### src/design/pdh_pkg.sv
// Constants and state type for the pin sleep hold block.
// Assumes a single 100 MHz clock domain.
package pdh_pkg;

  // Clock and timing
  localparam int CLK_PERIOD_NS = 10;
  localparam int T_WAKE_MAX_NS = 1000;
  // Longest time, so round down
  localparam int WAKE_MAX_CYC = T_WAKE_MAX_NS / CLK_PERIOD_NS;
  // Synchroniser, state and output flop latency eaten from the budget
  localparam int WAKE_OVERHEAD_CYC = 8;
  localparam int RESUME_CYC = WAKE_MAX_CYC - WAKE_OVERHEAD_CYC;
  localparam int CNT_W = 7;
  localparam logic [CNT_W-1:0] RESUME_CNT = CNT_W'(RESUME_CYC);
  localparam logic [CNT_W-1:0] CNT_ZERO = 7'h00;
  localparam logic [CNT_W-1:0] CNT_ONE = 7'h01;

  // Default pin group width
  localparam int PIN_W_DEF = 8;

  typedef enum logic [1:0] {
    PDH_RUN = 2'b00,
    PDH_SLEEP = 2'b01,
    PDH_WAKE = 2'b10
  } pdh_state_t;

endpackage : pdh_pkg

### src/design/pdh_hold_bank.sv
// Per-bit hold register bank: follows its input, freezes while held.
// Assumes hold_i and d_i come from the same clock domain.
`timescale 1ns/100ps
module pdh_hold_bank #(
  parameter int W = pdh_pkg::PIN_W_DEF
) (
  input wire logic mclk_i,
  input wire logic rst_n_i,
  input wire logic hold_i,
  input wire logic [W-1:0] rst_val_i,
  input wire logic [W-1:0] d_i,
  output logic [W-1:0] q_o
);
  import pdh_pkg::*;

  genvar g;
  generate
    for (g = 0; g < W; g++) begin : g_bit
      // Reset value taken on first clocked cycle, not under async reset
      logic seeded;
      always_ff @(posedge mclk_i or negedge rst_n_i) begin
        if (!rst_n_i) begin
          seeded <= 1'b0;
        end else begin
          seeded <= 1'b1;
        end
      end
      always_ff @(posedge mclk_i or negedge rst_n_i) begin
        if (!rst_n_i) begin
          q_o[g] <= 1'b0;
        end else if (!seeded) begin
          q_o[g] <= rst_val_i[g];
        end else if (!hold_i) begin
          q_o[g] <= d_i[g];
        end
      end
    end
  endgenerate

endmodule : pdh_hold_bank

### src/design/pdh_top.sv
// Pin-controlled sleep and hold logic between core logic and pins.
// Assumes sleep_en_i and keeper_en_i are static configuration bits
// on mclk_i; the request and data pins are asynchronous.
`timescale 1ns/100ps
module pdh_top #(
  parameter int W = pdh_pkg::PIN_W_DEF
) (
  input wire logic mclk_i,
  input wire logic rst_n_i,
  input wire logic sleep_en_i,
  input wire logic keeper_en_i,
  input wire logic sleep_request_pin_a_i,
  input wire logic sleep_request_pin_b_i,
  input wire logic [W-1:0] pin_in_i,
  input wire logic [W-1:0] core_out_i,
  input wire logic [W-1:0] core_oe_i,
  output logic [W-1:0] pin_out_o,
  output logic [W-1:0] pin_oe_o,
  output logic [W-1:0] core_in_o,
  output logic core_run_o,
  output logic asleep_o,
  output logic pin_keep_o,
  output logic req_a_in_o,
  output logic req_b_in_o
);
  import pdh_pkg::*;

  // Reset release synchroniser
  logic rst_q1;
  logic rst_n;
  always_ff @(posedge mclk_i or negedge rst_n_i) begin
    if (!rst_n_i) begin
      rst_q1 <= 1'b0;
      rst_n <= 1'b0;
    end else begin
      rst_q1 <= 1'b1;
      rst_n <= rst_q1;
    end
  end

  // Pin synchronisers; first stages read only by second stages
  logic req_a_q1;
  logic req_a_q2;
  logic req_b_q1;
  logic req_b_q2;
  logic [W-1:0] pin_q1;
  logic [W-1:0] pin_q2;
  always_ff @(posedge mclk_i or negedge rst_n) begin
    if (!rst_n) begin
      req_a_q1 <= 1'b0;
      req_a_q2 <= 1'b0;
      req_b_q1 <= 1'b0;
      req_b_q2 <= 1'b0;
      pin_q1 <= '0;
      pin_q2 <= '0;
    end else begin
      req_a_q1 <= sleep_request_pin_a_i;
      req_a_q2 <= req_a_q1;
      req_b_q1 <= sleep_request_pin_b_i;
      req_b_q2 <= req_b_q1;
      pin_q1 <= pin_in_i;
      pin_q2 <= pin_q1;
    end
  end

  // Either pin requests sleep, only with the feature configured
  logic sleep_req;
  assign sleep_req = sleep_en_i & (req_a_q2 | req_b_q2);

  pdh_state_t state;
  pdh_state_t next_state;
  logic [CNT_W-1:0] wake_cnt;

  always_comb begin
    next_state = state;
    unique case (state)
      PDH_RUN: begin
        if (sleep_req) begin
          next_state = PDH_SLEEP;
        end
      end
      PDH_SLEEP: begin
        if (!sleep_req) begin
          next_state = PDH_WAKE;
        end
      end
      PDH_WAKE: begin
        // A fresh request during recovery goes straight back to sleep
        if (sleep_req) begin
          next_state = PDH_SLEEP;
        end else if (wake_cnt == CNT_ZERO) begin
          next_state = PDH_RUN;
        end
      end
      default: begin
        next_state = PDH_RUN;
      end
    endcase
  end

  always_ff @(posedge mclk_i or negedge rst_n) begin
    if (!rst_n) begin
      state <= PDH_RUN;
    end else begin
      state <= next_state;
    end
  end

  // Recovery counter, bounded so resume lands inside the wake budget
  always_ff @(posedge mclk_i or negedge rst_n) begin
    if (!rst_n) begin
      wake_cnt <= CNT_ZERO;
    end else if (next_state == PDH_WAKE && state != PDH_WAKE) begin
      wake_cnt <= RESUME_CNT;
    end else if (wake_cnt != CNT_ZERO) begin
      wake_cnt <= wake_cnt - CNT_ONE;
    end
  end

  // Hold as soon as the request is seen, before the state flop moves
  logic hold;
  assign hold = sleep_req | (state != PDH_RUN);

  // Core clock enable; core registers stay frozen, so resume is lossless
  always_ff @(posedge mclk_i or negedge rst_n) begin
    if (!rst_n) begin
      core_run_o <= 1'b0;
      asleep_o <= 1'b0;
      pin_keep_o <= 1'b0;
    end else begin
      core_run_o <= (next_state == PDH_RUN) && !sleep_req;
      asleep_o <= (next_state != PDH_RUN);
      pin_keep_o <= keeper_en_i | (next_state != PDH_RUN);
    end
  end

  // Sleep pins reach the core only when not dedicated to sleep
  always_ff @(posedge mclk_i or negedge rst_n) begin
    if (!rst_n) begin
      req_a_in_o <= 1'b0;
      req_b_in_o <= 1'b0;
    end else begin
      req_a_in_o <= req_a_q2 & ~sleep_en_i;
      req_b_in_o <= req_b_q2 & ~sleep_en_i;
    end
  end

  // Output data, output enables and input view all frozen on hold
  pdh_hold_bank #(.W(W)) u_out_bank (
    .mclk_i(mclk_i),
    .rst_n_i(rst_n),
    .hold_i(hold),
    .rst_val_i({W{1'b0}}),
    .d_i(core_out_i),
    .q_o(pin_out_o)
  );

  pdh_hold_bank #(.W(W)) u_oe_bank (
    .mclk_i(mclk_i),
    .rst_n_i(rst_n),
    .hold_i(hold),
    .rst_val_i({W{1'b0}}),
    .d_i(core_oe_i),
    .q_o(pin_oe_o)
  );

  // Input hold latch keeps the last level while pins are blocked
  pdh_hold_bank #(.W(W)) u_in_bank (
    .mclk_i(mclk_i),
    .rst_n_i(rst_n),
    .hold_i(hold),
    .rst_val_i({W{1'b0}}),
    .d_i(pin_q2),
    .q_o(core_in_o)
  );
endmodule : pdh_top

### config.mk
export PLATFORM = sky130hd
export DESIGN_NAME = pdh_top
export DESIGN_NICKNAME = d
export VERILOG_FILES = /design/src/design/pdh_pkg.sv /design/src/design/pdh_hold_bank.sv /design/src/design/pdh_top.sv
export SDC_FILE = /design/constraint.sdc
export NUM_CORES = 1
export LEC_CHECK = 0
export BUFFER_PORTS_ARGS = -buffer_cell sky130_fd_sc_hd__buf_2
export CAP_MARGIN = 30
export CORE_UTILIZATION = 38
export CTS_BUF_LIST = sky130_fd_sc_hd__clkbuf_8
export CTS_CLUSTER_DIAMETER = 150
export DETAILED_ROUTE_END_ITERATION = 7
export GPL_TIMING_DRIVEN = 0
export SETUP_SLACK_MARGIN = 0.3
export SYNTH_ARGS = -nofsm -noshare
export SYNTH_HDL_FRONTEND = slang
export SYNTH_SLANG_ARGS = --single-unit
### constraint.sdc
create_clock -name mclk_i -period 2 [get_ports mclk_i]
set_input_delay 0.4 -clock mclk_i [delete_from_list [all_inputs] [get_ports mclk_i]]
set_output_delay 0.4 -clock mclk_i [all_outputs]
set_load 0.01 [all_outputs]
==> results of run 1 <==
-- sequential cells by signal (all words and copies together), names as in the netlist, 2 cells and up --
name and flops:
u_in_bank.q_o 8, u_oe_bank.q_o 8, u_out_bank.q_o 8, pin_q1 8, state 2, pin_q2 8
wake_cnt 7
-- Yosys cell counts --
cell       count  area, sq um
dfrtp_1       61         1530
o21ai_0       28          140
nand3_1       26          130
a21boi_0      25          188
clkbuf_1      11         41.3
a21oi_1        5         25.0
inv_1          4         15.0
nand2_1        3         11.3
nor2_1         3         11.3
nor2b_1        3         18.8
or2_2          3         18.8
and3_1         2         12.5
mux2i_1        2         20.0
nand2b_1       2         12.5
a2111oi_0      1         8.76
a211o_1        1         8.76
a211oi_1       1         7.51
a21boi_1       1         7.51
a21o_1         1         7.51
a311oi_1       1         8.76
conb_1         1         3.75
ha_1           1         12.5
nand4b_1       1         8.76
nor3_1         1         5.00
nor4b_2        1         15.0
o21a_1         1         7.51
o311ai_4       1         26.3
or4_1          1         7.51
or4b_4         1         13.8
-- per-stage QoR --
stage / power, W / hold slack (ps) / setup slack, ps / instances / util [%]
finish: 0.00293 / 170 / 360 / 346 / 49.7
global route: 0.00309 / 157 / 293 / 346 / 49.7
CTS: 0.00296 / 155 / 304 / 345 / 49.5
detailed placement: 0.00195 / 188 / 280 / 328 / 46.1
global placement: 0.00193 / 186 / 296 / 327 / 45.8
floorplan: 0.00177 / 104 / 402 / 194 / -
-- cells in the final DEF (no fill, tap or decap), types with 3 or more instances in the layout --
cell | netlist | layout
clkinv_2 | 0 | 3
nor2b_1 | 3 | 3
clkbuf_8 | 0 | 11
or2_2 | 3 | 3
clkbuf_2 | 0 | 3
a21boi_0 | 25 | 25
clkbuf_1 | 11 | 8
nor2_1 | 3 | 3
nand3_1 | 26 | 26
o21ai_0 | 28 | 28
dfrtp_1 | 61 | 60
nand2_1 | 3 | 3
inv_1 | 4 | 3
buf_2 | 0 | 58
a21oi_1 | 5 | 5
-- metal layers --
metal	vias up	wire (um)
li1	829	-
met1	839	2320
met2	41	2180
met3	7	245
met4	0	59
met5	-	0
-- critical path, stage by stage, from the launching register on --
cell and delay [ps]:
dfrtp_1 450, or2_2 300, a2111oi_1 560, mux2i_1 250
-- cell families after synthesis --
group	count (synthesis)	synth area share (%)
flops	61	65.8
fa+ha+maj	1	0.539
simple gates	47	11.4
buf+inv	15	2.43
mux	2	0.863
compound gates	66	18.8
other cells	1	0.162
-- power groups by stage --
stage / Sequential, W / Combinational, W / Clock (W)
finish: 0.00147 / 0.000488 / 0.000969
global route: 0.00149 / 0.000549 / 0.00105
CTS: 0.00147 / 0.000487 / 0.00100
detailed placement: 0.00149 / 0.000459 / 0
global placement: 0.00150 / 0.000432 / 0
floorplan: 0.00150 / 0.000270 / 0
-- what timing repair did --
action	4_1_cts	5_1_grt
endpoints found under the hold margin	2	0
buffers inserted	0	1
pin swaps	3	1
hold buffers	1	0
setup endpoints to repair	5	15
resized for setup	5	6
-- final timing paths --
kind | start | endpoint | slack [ps] | cells past startpoint
hold reg to reg | rst_n | u_in_bank.g_bit[0].seeded | 240 | 0
setup / recovery | wake_cnt[3] | wake_cnt[5] | 360 | 3
setup reg to reg | wake_cnt[3] | wake_cnt[5] | 360 | 3
max in group asynchronous | rst_n | pin_q2[4] | 1190 | 1
hold / removal | pin_in_i[2] | pin_q1[2] | 170 | 1
min in group asynchronous | rst_n | u_in_bank.g_bit[0].seeded | 240 | 0
-- cell type report --
cell class              count  area share [%]
inverters                   4           0.510
flip-flops and latches     61            51.9
clock inverters             5           0.893
well taps                  75            3.19
clock buffers              11            5.15
multi-input cells         118            25.6
plain buffers              11            1.53
repair buffers             61            11.1
==> metrics.md, run 1 <==
| Metric | Value |
|---|---|
| Final Cell Area | just under 3000 sq um |
| Avg Cell Area, Syn | around 12 sq um |
| Clock sinks | ~60 |
| YS warnings | 0 |
| Site Rows | 28 |
| Vias post-DR | ~1,700 |
| VDD IR max | 0.549 mV |
| Clock Latency Late Sink | 330 ps |
| Initial DRC Count | 90 |
| Minimum clock period | 1640 ps |
| Status | finished clean |
| Startpoint Class | flop |
| Vias in the first global route | roughly 1,700 |
| First-pass GRT wire length | between 8000 and 9000 um |
| Largest net degree at the start of global routing | 39 |
| Internal power | 0.00209 W |
| Worst path required time | around 2300 ps |
| Worst Skew | approximately 7.6 ps |
| P&R area growth vs syn | 26.8% |
| Sum Neg Setup Slack | 0 ps |
| Core outline area | a little under 6000 sq um |
| Initial core utilization | between 30% and 40% |
| Seq/Total Area, Yosys | about two thirds |
| Reg area | 1530 sq um |
| Detailed-route wire length per cell | about 14 um |
| Flop pwr share | around half |
| Power density cells | roughly 990 nW/um^2 |
| Die W | 80.1 um |
| Maximum buffer depth of the clock tree | 2 |
| Max-slew violation count | 0 |
| Fill count | 574 |
| Share of power burned in the clock network | around 33% |
| FMAX | around 610 MHz |
| Tot GR Track Use | 17.0% |
| Post-layout net count | around 300 |
| I/O Buffers | between 50 and 60 |
| Clock-pin slew on the worst setup and hold paths | ~70 ps |
| Critical Path End Type | flop |
| Met3 GRT Util | about 4.5% |
| Slew @ Worst Pin | between 500 and 600 ps |
| MaxCap Viol Count | 0 |
| Die area | ~6400 sq um |
| Final wirelength | ~4800 um |
| Footprint of the multi-input gates | around 750 sq um |
| Comb pwr share | about 17% |
| TritonCTS clock tree | built |
| Share of post-route cells with drive strength above 1 | 32.5% |
| Crit path kind | reg -> reg |
| Lkg Pwr | about 1.4 nW |
| GP Congestion | about 0.76 |
| Final setup viols | 0 |
| Hold Vio Cnt, Final | 0 |
| Final period util | slightly above 80% |
| Synthesized cell area | about 2300 sq um |
| HP Class | in -> reg |
| DIE HEIGHT | 80.1 um |
| Met2 usage | about a quarter |
| TritonCTS buffer count | 9 |
| Unique cell type count in the Yosys netlist | 29 |
| Seq cells post-synth | 61 |
| Antenna cells | 0 |
| GR peak layer | met2 |
| Switch Pwr | about 0.00084 W |
| Total global routing overflow | 0 |
| RSZ-0062 raised after global routing | yes |
| H-tree depth | 3 |
| GRT met1 Usage | between 20% and 30% |
| DPL Wire Length | about 3200 um |
| Number of nets still failing antenna checks after routing | 0 |
| Slew headroom | around 62% |
| Critical path peak fanout | 7 |
| Worst EP arrival | ~1900 ps |
| IO Count | a little under 60 |
| Initial antenna violation count | 0 |
| Placement Cell Area | about 2700 sq um |
| # DRC | 0 |
| Cell count after synthesis | between 150 and 200 |
| Post-DR vias/cell | around 5.0 |
| Clk root buf | clkbuf_8 |
| Sw frac | 28.6% |
| DRT Pass-1 Iters | 4 |
(Power assumes the default switching activity.)
==> run 2, diff against run 1 <==
clock period = 1.7 ns   (was 2 ns; I/O delays follow)
==> run 2 against run 1 <==
  * Register-to-register slack got worse by 300 ps
  * Combinational power increased by 43%
  * Cell area increased by 4.0%
  * Utilization increased by 2.0 points
  * Sequential share of layout area decreased by 1.9 points
  * Worst setup slack got worse by 300 ps
  * Non-clock buffer count increased by 5
  * Clock-buffer cell count increased by 2
  * Critical path type unchanged
  * Largest power group unchanged
==> metrics.md, run 2 (synthesis gave the netlist of run 1 again) <==
| Metric | Value |
|---|---|
| Site Rows | 28 (unchanged) |
| WP buf/inv | 1 (+1) |
| GR peak layer | met2 |
| VDD IR max | 0.564 mV (+2.7%) |
| Footprint of the multi-input gates | 807 sq um (+7.0%) |
| Initial antenna violation count | 0 (unchanged) |
| Initial core utilization | 39.2% (unchanged) |
| Clock Latency Late Sink | 340 ps (about the same) |
| Antenna cells | 0 (unchanged) |
| DRT Pass-1 Iters | 4 (unchanged) |
| Minimum clock period | 1640 ps (+3.68 ps) |
| TritonCTS clock tree | built |
| Delay-heaviest family, CP | simple AND/OR/NAND/NOR gates |
| Final wirelength | 4920 um (+2.5%) |
| Cell Chain, Critical Path | inv_2, ha_4, or4b_4, o311ai_4, nand4b_1 |
| Placement Cell Area | 2740 sq um (+0.46%) |
| PnR worst setup slack | 56.6 ps (-304 ps) |
| P&R area growth vs syn | 31.8% |
| Startpoint Class | flop |
| Maximum buffer depth of the clock tree | 2 (unchanged) |
| FMAX | 608 MHz (-0.22%) |
| Tot GR Track Use | 17.5% (+0.46 points) |
| Initial DRC Count | 90 (unchanged) |
| DIE HEIGHT | 80.1 um (unchanged) |
| Clock-pin slew on the worst setup and hold paths | 70 ps (about the same) |
| Post-DR vias/cell | 4.97 (+0.18%) |
| Fill count | 568 (-1.0%) |
| Share of power burned in the clock network | 33.3% (+0.2 points) |
| Slowest cell on crit path | or4b_4 |
| Slowest stage delay, CP | 490 ps (-70 ps) |
| Critical path peak fanout | 4 (-3) |
| I/O Buffers | 58 (unchanged) |
| Most frequent cells in the layout | buf_2 (61), dfrtp_1 (59), nand3_1 (26) |
| HP Class | in -> reg |
| Sum Neg Setup Slack | 0 ps (unchanged) |
| Met3 GRT Util | 5.45% (+0.91 points) |
| Post-layout net count | 302 (+1.7%) |
| RSZ-0062 raised after global routing | yes |
| Status | finished clean |
| Met2 usage | 25.2% (+0.60 points) |
| Die area | 6420 sq um (unchanged) |
| Largest net degree at the start of global routing | 40 (+2.6%) |
| Detailed-route wire length per cell | 14.1 um (+1.3%) |
| Power density cells | 1200 nW/um^2 (+21%) |
| Sw frac | 28.8% (+0.12 points) |
| Hold Vio Cnt, Final | 0 (unchanged) |
| Lkg Pwr | 1.44 nW (+4.2%) |
| Worst Skew | 7.72 ps (+0.143 ps) |
| Crit path kind | reg -> reg |
| Vias post-DR | 1,739 (+1.3%) |
| Final setup viols | 0 (unchanged) |
| Switch Pwr | 0.00106 W (+26%) |
| Max-slew violation count | 0 (unchanged) |
| Vias in the first global route | 1,738 (+3.9%) |
| Final Util | 51.6% (+2.0 points) |
| Total global routing overflow | 0 (unchanged) |
| First-pass GRT wire length | 8150 um (+1.3%) |
| DPL Wire Length | 3270 um (+1.5%) |
| H-tree depth | 3 (unchanged) |
| Flop pwr share | 47.7% (-2.5 points) |
| Final Cell Area | 3060 sq um (+4.0%) |
| Core outline area | 5920 sq um (unchanged) |
| GP Congestion | 0.748 (-2.1%) |
| Final period util | 96.7% (+15 points) |
| Number of nets still failing antenna checks after routing | 0 (unchanged) |
| TritonCTS buffer count | 9 (unchanged) |
| Clk root buf | clkbuf_8 |
| Critical Path End Type | flop |
| Most common cell after layout, fill and taps aside | buf_2 |
| # DRC | 0 (unchanged) |
| Worst path required time | 1900 ps (-360 ps) |
| Share of post-route cells with drive strength above 1 | 39.3% (+6.8 points) |
| Clock sinks | 61 (unchanged) |
| Internal power | 0.00261 W (+25%) |
| Die W | 80.1 um (unchanged) |
| GRT met1 Usage | 23.2% (+0.098 points) |
| Worst EP arrival | 1850 ps (-50 ps) |
| IO Count | 59 (unchanged) |
| Comb pwr share | 19.1% (+2.4 points) |
| MaxCap Viol Count | 0 (unchanged) |
| Dpl ws | 44.5 ps (-235 ps) |
| Reg area | 1530 sq um (about the same) |
## run 2: cell types whose count changed in the layout (fill, tap and decap cells not counted), sizes merged
cell    previous run  this run
buf               60        68
clkbuf            22        21
clkinv             3         1
inv                5         4
## run 2: final cells by class
cell class | count | share of cell area (%)
clock inverters | 2 | 0.532
clock buffers | 13 | 5.85
well taps | 75 | 3.07
multi-input cells | 118 | 26.4
repair buffers | 66 | 11.9
plain buffers | 11 | 1.72
inverters | 4 | 0.491
flip-flops and latches | 61 | 50.0
## run 2: path summary, 6_finish.rpt
| kind | cells after the start | slack, ps | end | start |
|---|---|---|---|---|
| worst max register to register | 5 | 60 | pin_keep_o | wake_cnt[0] |
| worst max-delay path | 5 | 60 | pin_keep_o | wake_cnt[0] |
| worst min register to register | 0 | 220 | u_oe_bank.q_o[4] | rst_n |
| max in group asynchronous | 1 | 920 | wake_cnt[3] | rst_n |
| min in group asynchronous | 0 | 220 | u_oe_bank.q_o[4] | rst_n |
| worst min-delay path | 1 | 100 | pin_q1[6] | pin_in_i[6] |
## run 2: routing by layer
layer,share of wire [%],up-vias
li1,-,838
met3,4.9,9
met1,46,853
met4,2.2,0
met5,0,-
met2,46,39
## run 2: through the flow
step | hold slack, ps | cells | power [W]
detailed placement | 127 | 328 | 0.00233
floorplan | 44.4 | 194 | 0.00211
finish | 100 | 350 | 0.00367
global placement | 126 | 327 | 0.00229
CTS | 87.3 | 345 | 0.00360
global route | 84.3 | 350 | 0.00386
## run 2: power groups by stage
stage	Sequential, W	Clock [W]	Combinational (W)
after global routing	0.00177	0.00132	0.000777
after global placement	0.00177	0	0.000529
after floorplan	0.00177	0	0.000337
final	0.00175	0.00122	0.000700
after CTS	0.00174	0.00125	0.000609
after detailed placement	0.00175	0	0.000570
## run 2: timing repair
action,CTS,global route
pin swaps,1,3
endpoints found under the setup margin,35,35
setup buffers,1,5
resized for setup,14,15
endpoints found under the hold margin,2,0
hold buffers,1,0
==> run 3, diff against run 2 <==
PLACE_DENSITY = 0.57   (was unset)
==> run 3 against run 2 <==
  * Clock skew shrank 2.3 ps
  * Clock-buffer cell count shrank 2
  * Cell count is 0.57% higher
  * Worst hold slack better by 17 ps
  * Clock power up 5%
  * Global-route usage fell by 0.36 points
  * Power is 2.6% higher
  * Die area did not move
  * Via count down 0.17%
  * Critical path type unchanged
  * Critical endpoint is now wake_cnt[0]
  * Highest routed layer unchanged
==> metrics.md, run 3 (synthesis gave the netlist of run 1 again) <==
| Metric | Value |
|---|---|
| Status | finished clean |
| Final Cell Area | 3100 sq um (+1.4%) |
| Sum Neg Setup Slack | 0 ps (unchanged) |
| Critical path peak fanout | 5 (+1) |
| Met3 wire len | 210 um (-13%) |
| Initial antenna violation count | 0 (unchanged) |
| Lkg Pwr | 1.45 nW (+0.91%) |
| Critical Path End Type | flop |
| Max-slew violation count | 0 (unchanged) |
| Final setup viols | 0 (unchanged) |
| First-pass GRT wire length | 8170 um (+0.26%) |
| Total global routing overflow | 0 (unchanged) |
| Die area | 6420 sq um (unchanged) |
| Most common cell after layout, fill and taps aside | buf_2 |
| Clock-pin slew on the worst setup and hold paths | 70 ps (about the same) |
| Minimum clock period | 1620 ps (-26.1 ps) |
| Clk root buf | clkbuf_8 |
| Fill count | 557 (-1.9%) |
| MaxCap Viol Count | 0 (unchanged) |
| Post-layout net count | 304 (+0.66%) |
| GP Congestion | 0.753 (+0.63%) |
| Hold Vio Cnt, Final | 0 (unchanged) |
| Share of post-route cells with drive strength above 1 | 40.1% (+0.80 points) |
| WP buf/inv | 4 (+3) |
| Vias in the first global route | 1,728 (-0.58%) |
| # DRC | 0 (unchanged) |
| Maximum buffer depth of the clock tree | 2 (unchanged) |
| FMAX | 618 MHz (+1.6%) |
| DRT Pass-1 Iters | 5 (+1) |
| Reg area | 1530 sq um (+0.16%) |
| Most frequent CP cell | buf_4 |
| HP Class | in -> reg |
| Worst EP arrival | 1810 ps (-40 ps) |
| Detailed-route wire length per cell | 14.2 um (+0.87%) |
| Largest net degree at the start of global routing | 39 (-2.5%) |
| DRT met1 WL | 2390 um (+4.2%) |
| DPL Wire Length | 3250 um (-0.52%) |
| Delay-heaviest family, CP | simple AND/OR/NAND/NOR gates |
| Top routing layer in use | met4 |
| Startpoint Class | flop |
| IO Count | 59 (unchanged) |
| Clock sinks | 61 (unchanged) |
| RSZ-0062 raised after global routing | yes |
| Total Power Consumption | 0.00376 W (+2.6%) |
| Cell Chain, Critical Path | inv_2, ha_4, buf_4, buf_6, nor4b_4, buf_4, and3_4, nor3_2 |
| Die W | 80.1 um (unchanged) |
| Hold Path Origin | pin_in_i[6] |
| Post-DR vias/cell | 4.93 (-0.74%) |
| Clock Latency Late Sink | 320 ps (-20 ps) |
| Tot GR Track Use | 17.1% (-0.36 points) |
| I/O Buffers | 58 (unchanged) |
| Number of nets still failing antenna checks after routing | 0 (unchanged) |
| H-tree depth | 3 (unchanged) |
| DIE HEIGHT | 80.1 um (unchanged) |
| Initial DRC Count | 97 (+7.8%) |
| Met2 WL | 2330 um (+2.2%) |
| Critical path launch point | wake_cnt[0] |
| Initial core utilization | 39.2% (unchanged) |
| TritonCTS buffer count | 9 (unchanged) |
| Final period util | 95.1% (-1.5 points) |
| Footprint of the multi-input gates | 812 sq um (+0.62%) |
| Worst path required time | 1890 ps (about the same) |
| P&R area growth vs syn | 33.7% |
| Antenna cells | 0 (unchanged) |
| R2r startpoint | wake_cnt[0] |
| Site Rows | 28 (unchanged) |
| Slowest stage delay, CP | 380 ps (-110 ps) |
| Vias post-DR | 1,736 (-0.17%) |
| Core outline area | 5920 sq um (unchanged) |
| VDD IR max | 0.604 mV (+7.0%) |
| Slowest cell on crit path | dfrtp_1 |
| Final Util | 52.4% (+0.74 points) |
| Placement Cell Area | 2740 sq um (unchanged) |
| Crit path kind | reg -> reg |
| TritonCTS clock tree | built |
| Final wirelength | 4990 um (+1.4%) |
| Power density cells | 1210 nW/um^2 (+1.2%) |
| Worst Skew | 5.38 ps (-2.34 ps) |
| Most frequent cells in the layout | buf_2 (60), dfrtp_1 (57), nand3_1 (26) |
[run 3: changes by cell type in the layout (fill, tap and decap cells not counted), moves of 2 or more]
cell      before  now
clkbuf_4       0    4
clkbuf_2       6    3
buf_6          0    2
clkbuf_8      13   11
clkinv_2       0    2
dfrtp_1       59   57
dfrtp_2        2    4
o21ai_0       23   25
or2_2          3    1
or2_4          0    2
[run 3: final cells by class]
class                           instances  area share, %
Timing Repair Buffer                   68           12.5
Tap cell                               75           3.03
Clock inverter                          4           1.53
Multi-Input combinational cell        118           26.2
Clock buffer                           11           4.88
Buffer                                 11           2.02
Inverter                                4          0.484
Sequential cell                        61           49.4
[run 3: what timing repair did]
item / CTS / global route
hold buffers: 1 / 0
endpoints found under the setup margin: 35 / 33
endpoints found under the hold margin: 2 / 0
buffers inserted: 6 / 2
pin swaps: 6 / 2
resized for setup: 23 / 16
[run 3: per-stage QoR]
step                      instances  hold slack, ps  worst slack (ps)
after floorplan                 194            44.4               155
after global placement          327             126              88.1
after detailed placement        328             127             -10.9
after CTS                       350             105              70.8
after global routing            352            98.0              21.5
final                           352             117              82.7
[run 3: worst paths after layout]
path | end | cells after the start | slack, ps
setup / recovery | wake_cnt[0] | 8 | 80
hold / removal | pin_q1[6] | 1 | 120
setup reg to reg | wake_cnt[0] | 8 | 80
hold reg to reg | u_out_bank.q_o[4] | 0 | 230
max in group asynchronous | state[1] | 1 | 880
min in group asynchronous | u_out_bank.q_o[4] | 0 | 230
[run 3: report_power, final]
part | switching [W] | internal (W) | total [W]
Sequential | 0.000156 | 0.00160 | 0.00176
Clock | 0.000533 | 0.000743 | 0.00128
Combinational | 0.000368 | 0.000361 | 0.000729
Total | 0.00106 | 0.00271 | 0.00376
[run 3: worst reg2reg max path, cell delays in order (launching register included)]
cell,delay [ps]
dfrtp_1,380
inv_2,80
ha_4,130
buf_4,100
buf_6,90
nor4b_4,310
buf_4,190
and3_4,170
nor3_2,50
[run 3: per-layer routing]
layer	vias up	global-route usage, %
met1	846	23.1
li1	843	-
met4	0	10.2
met5	-	0
met2	41	25.0
met3	6	3.98
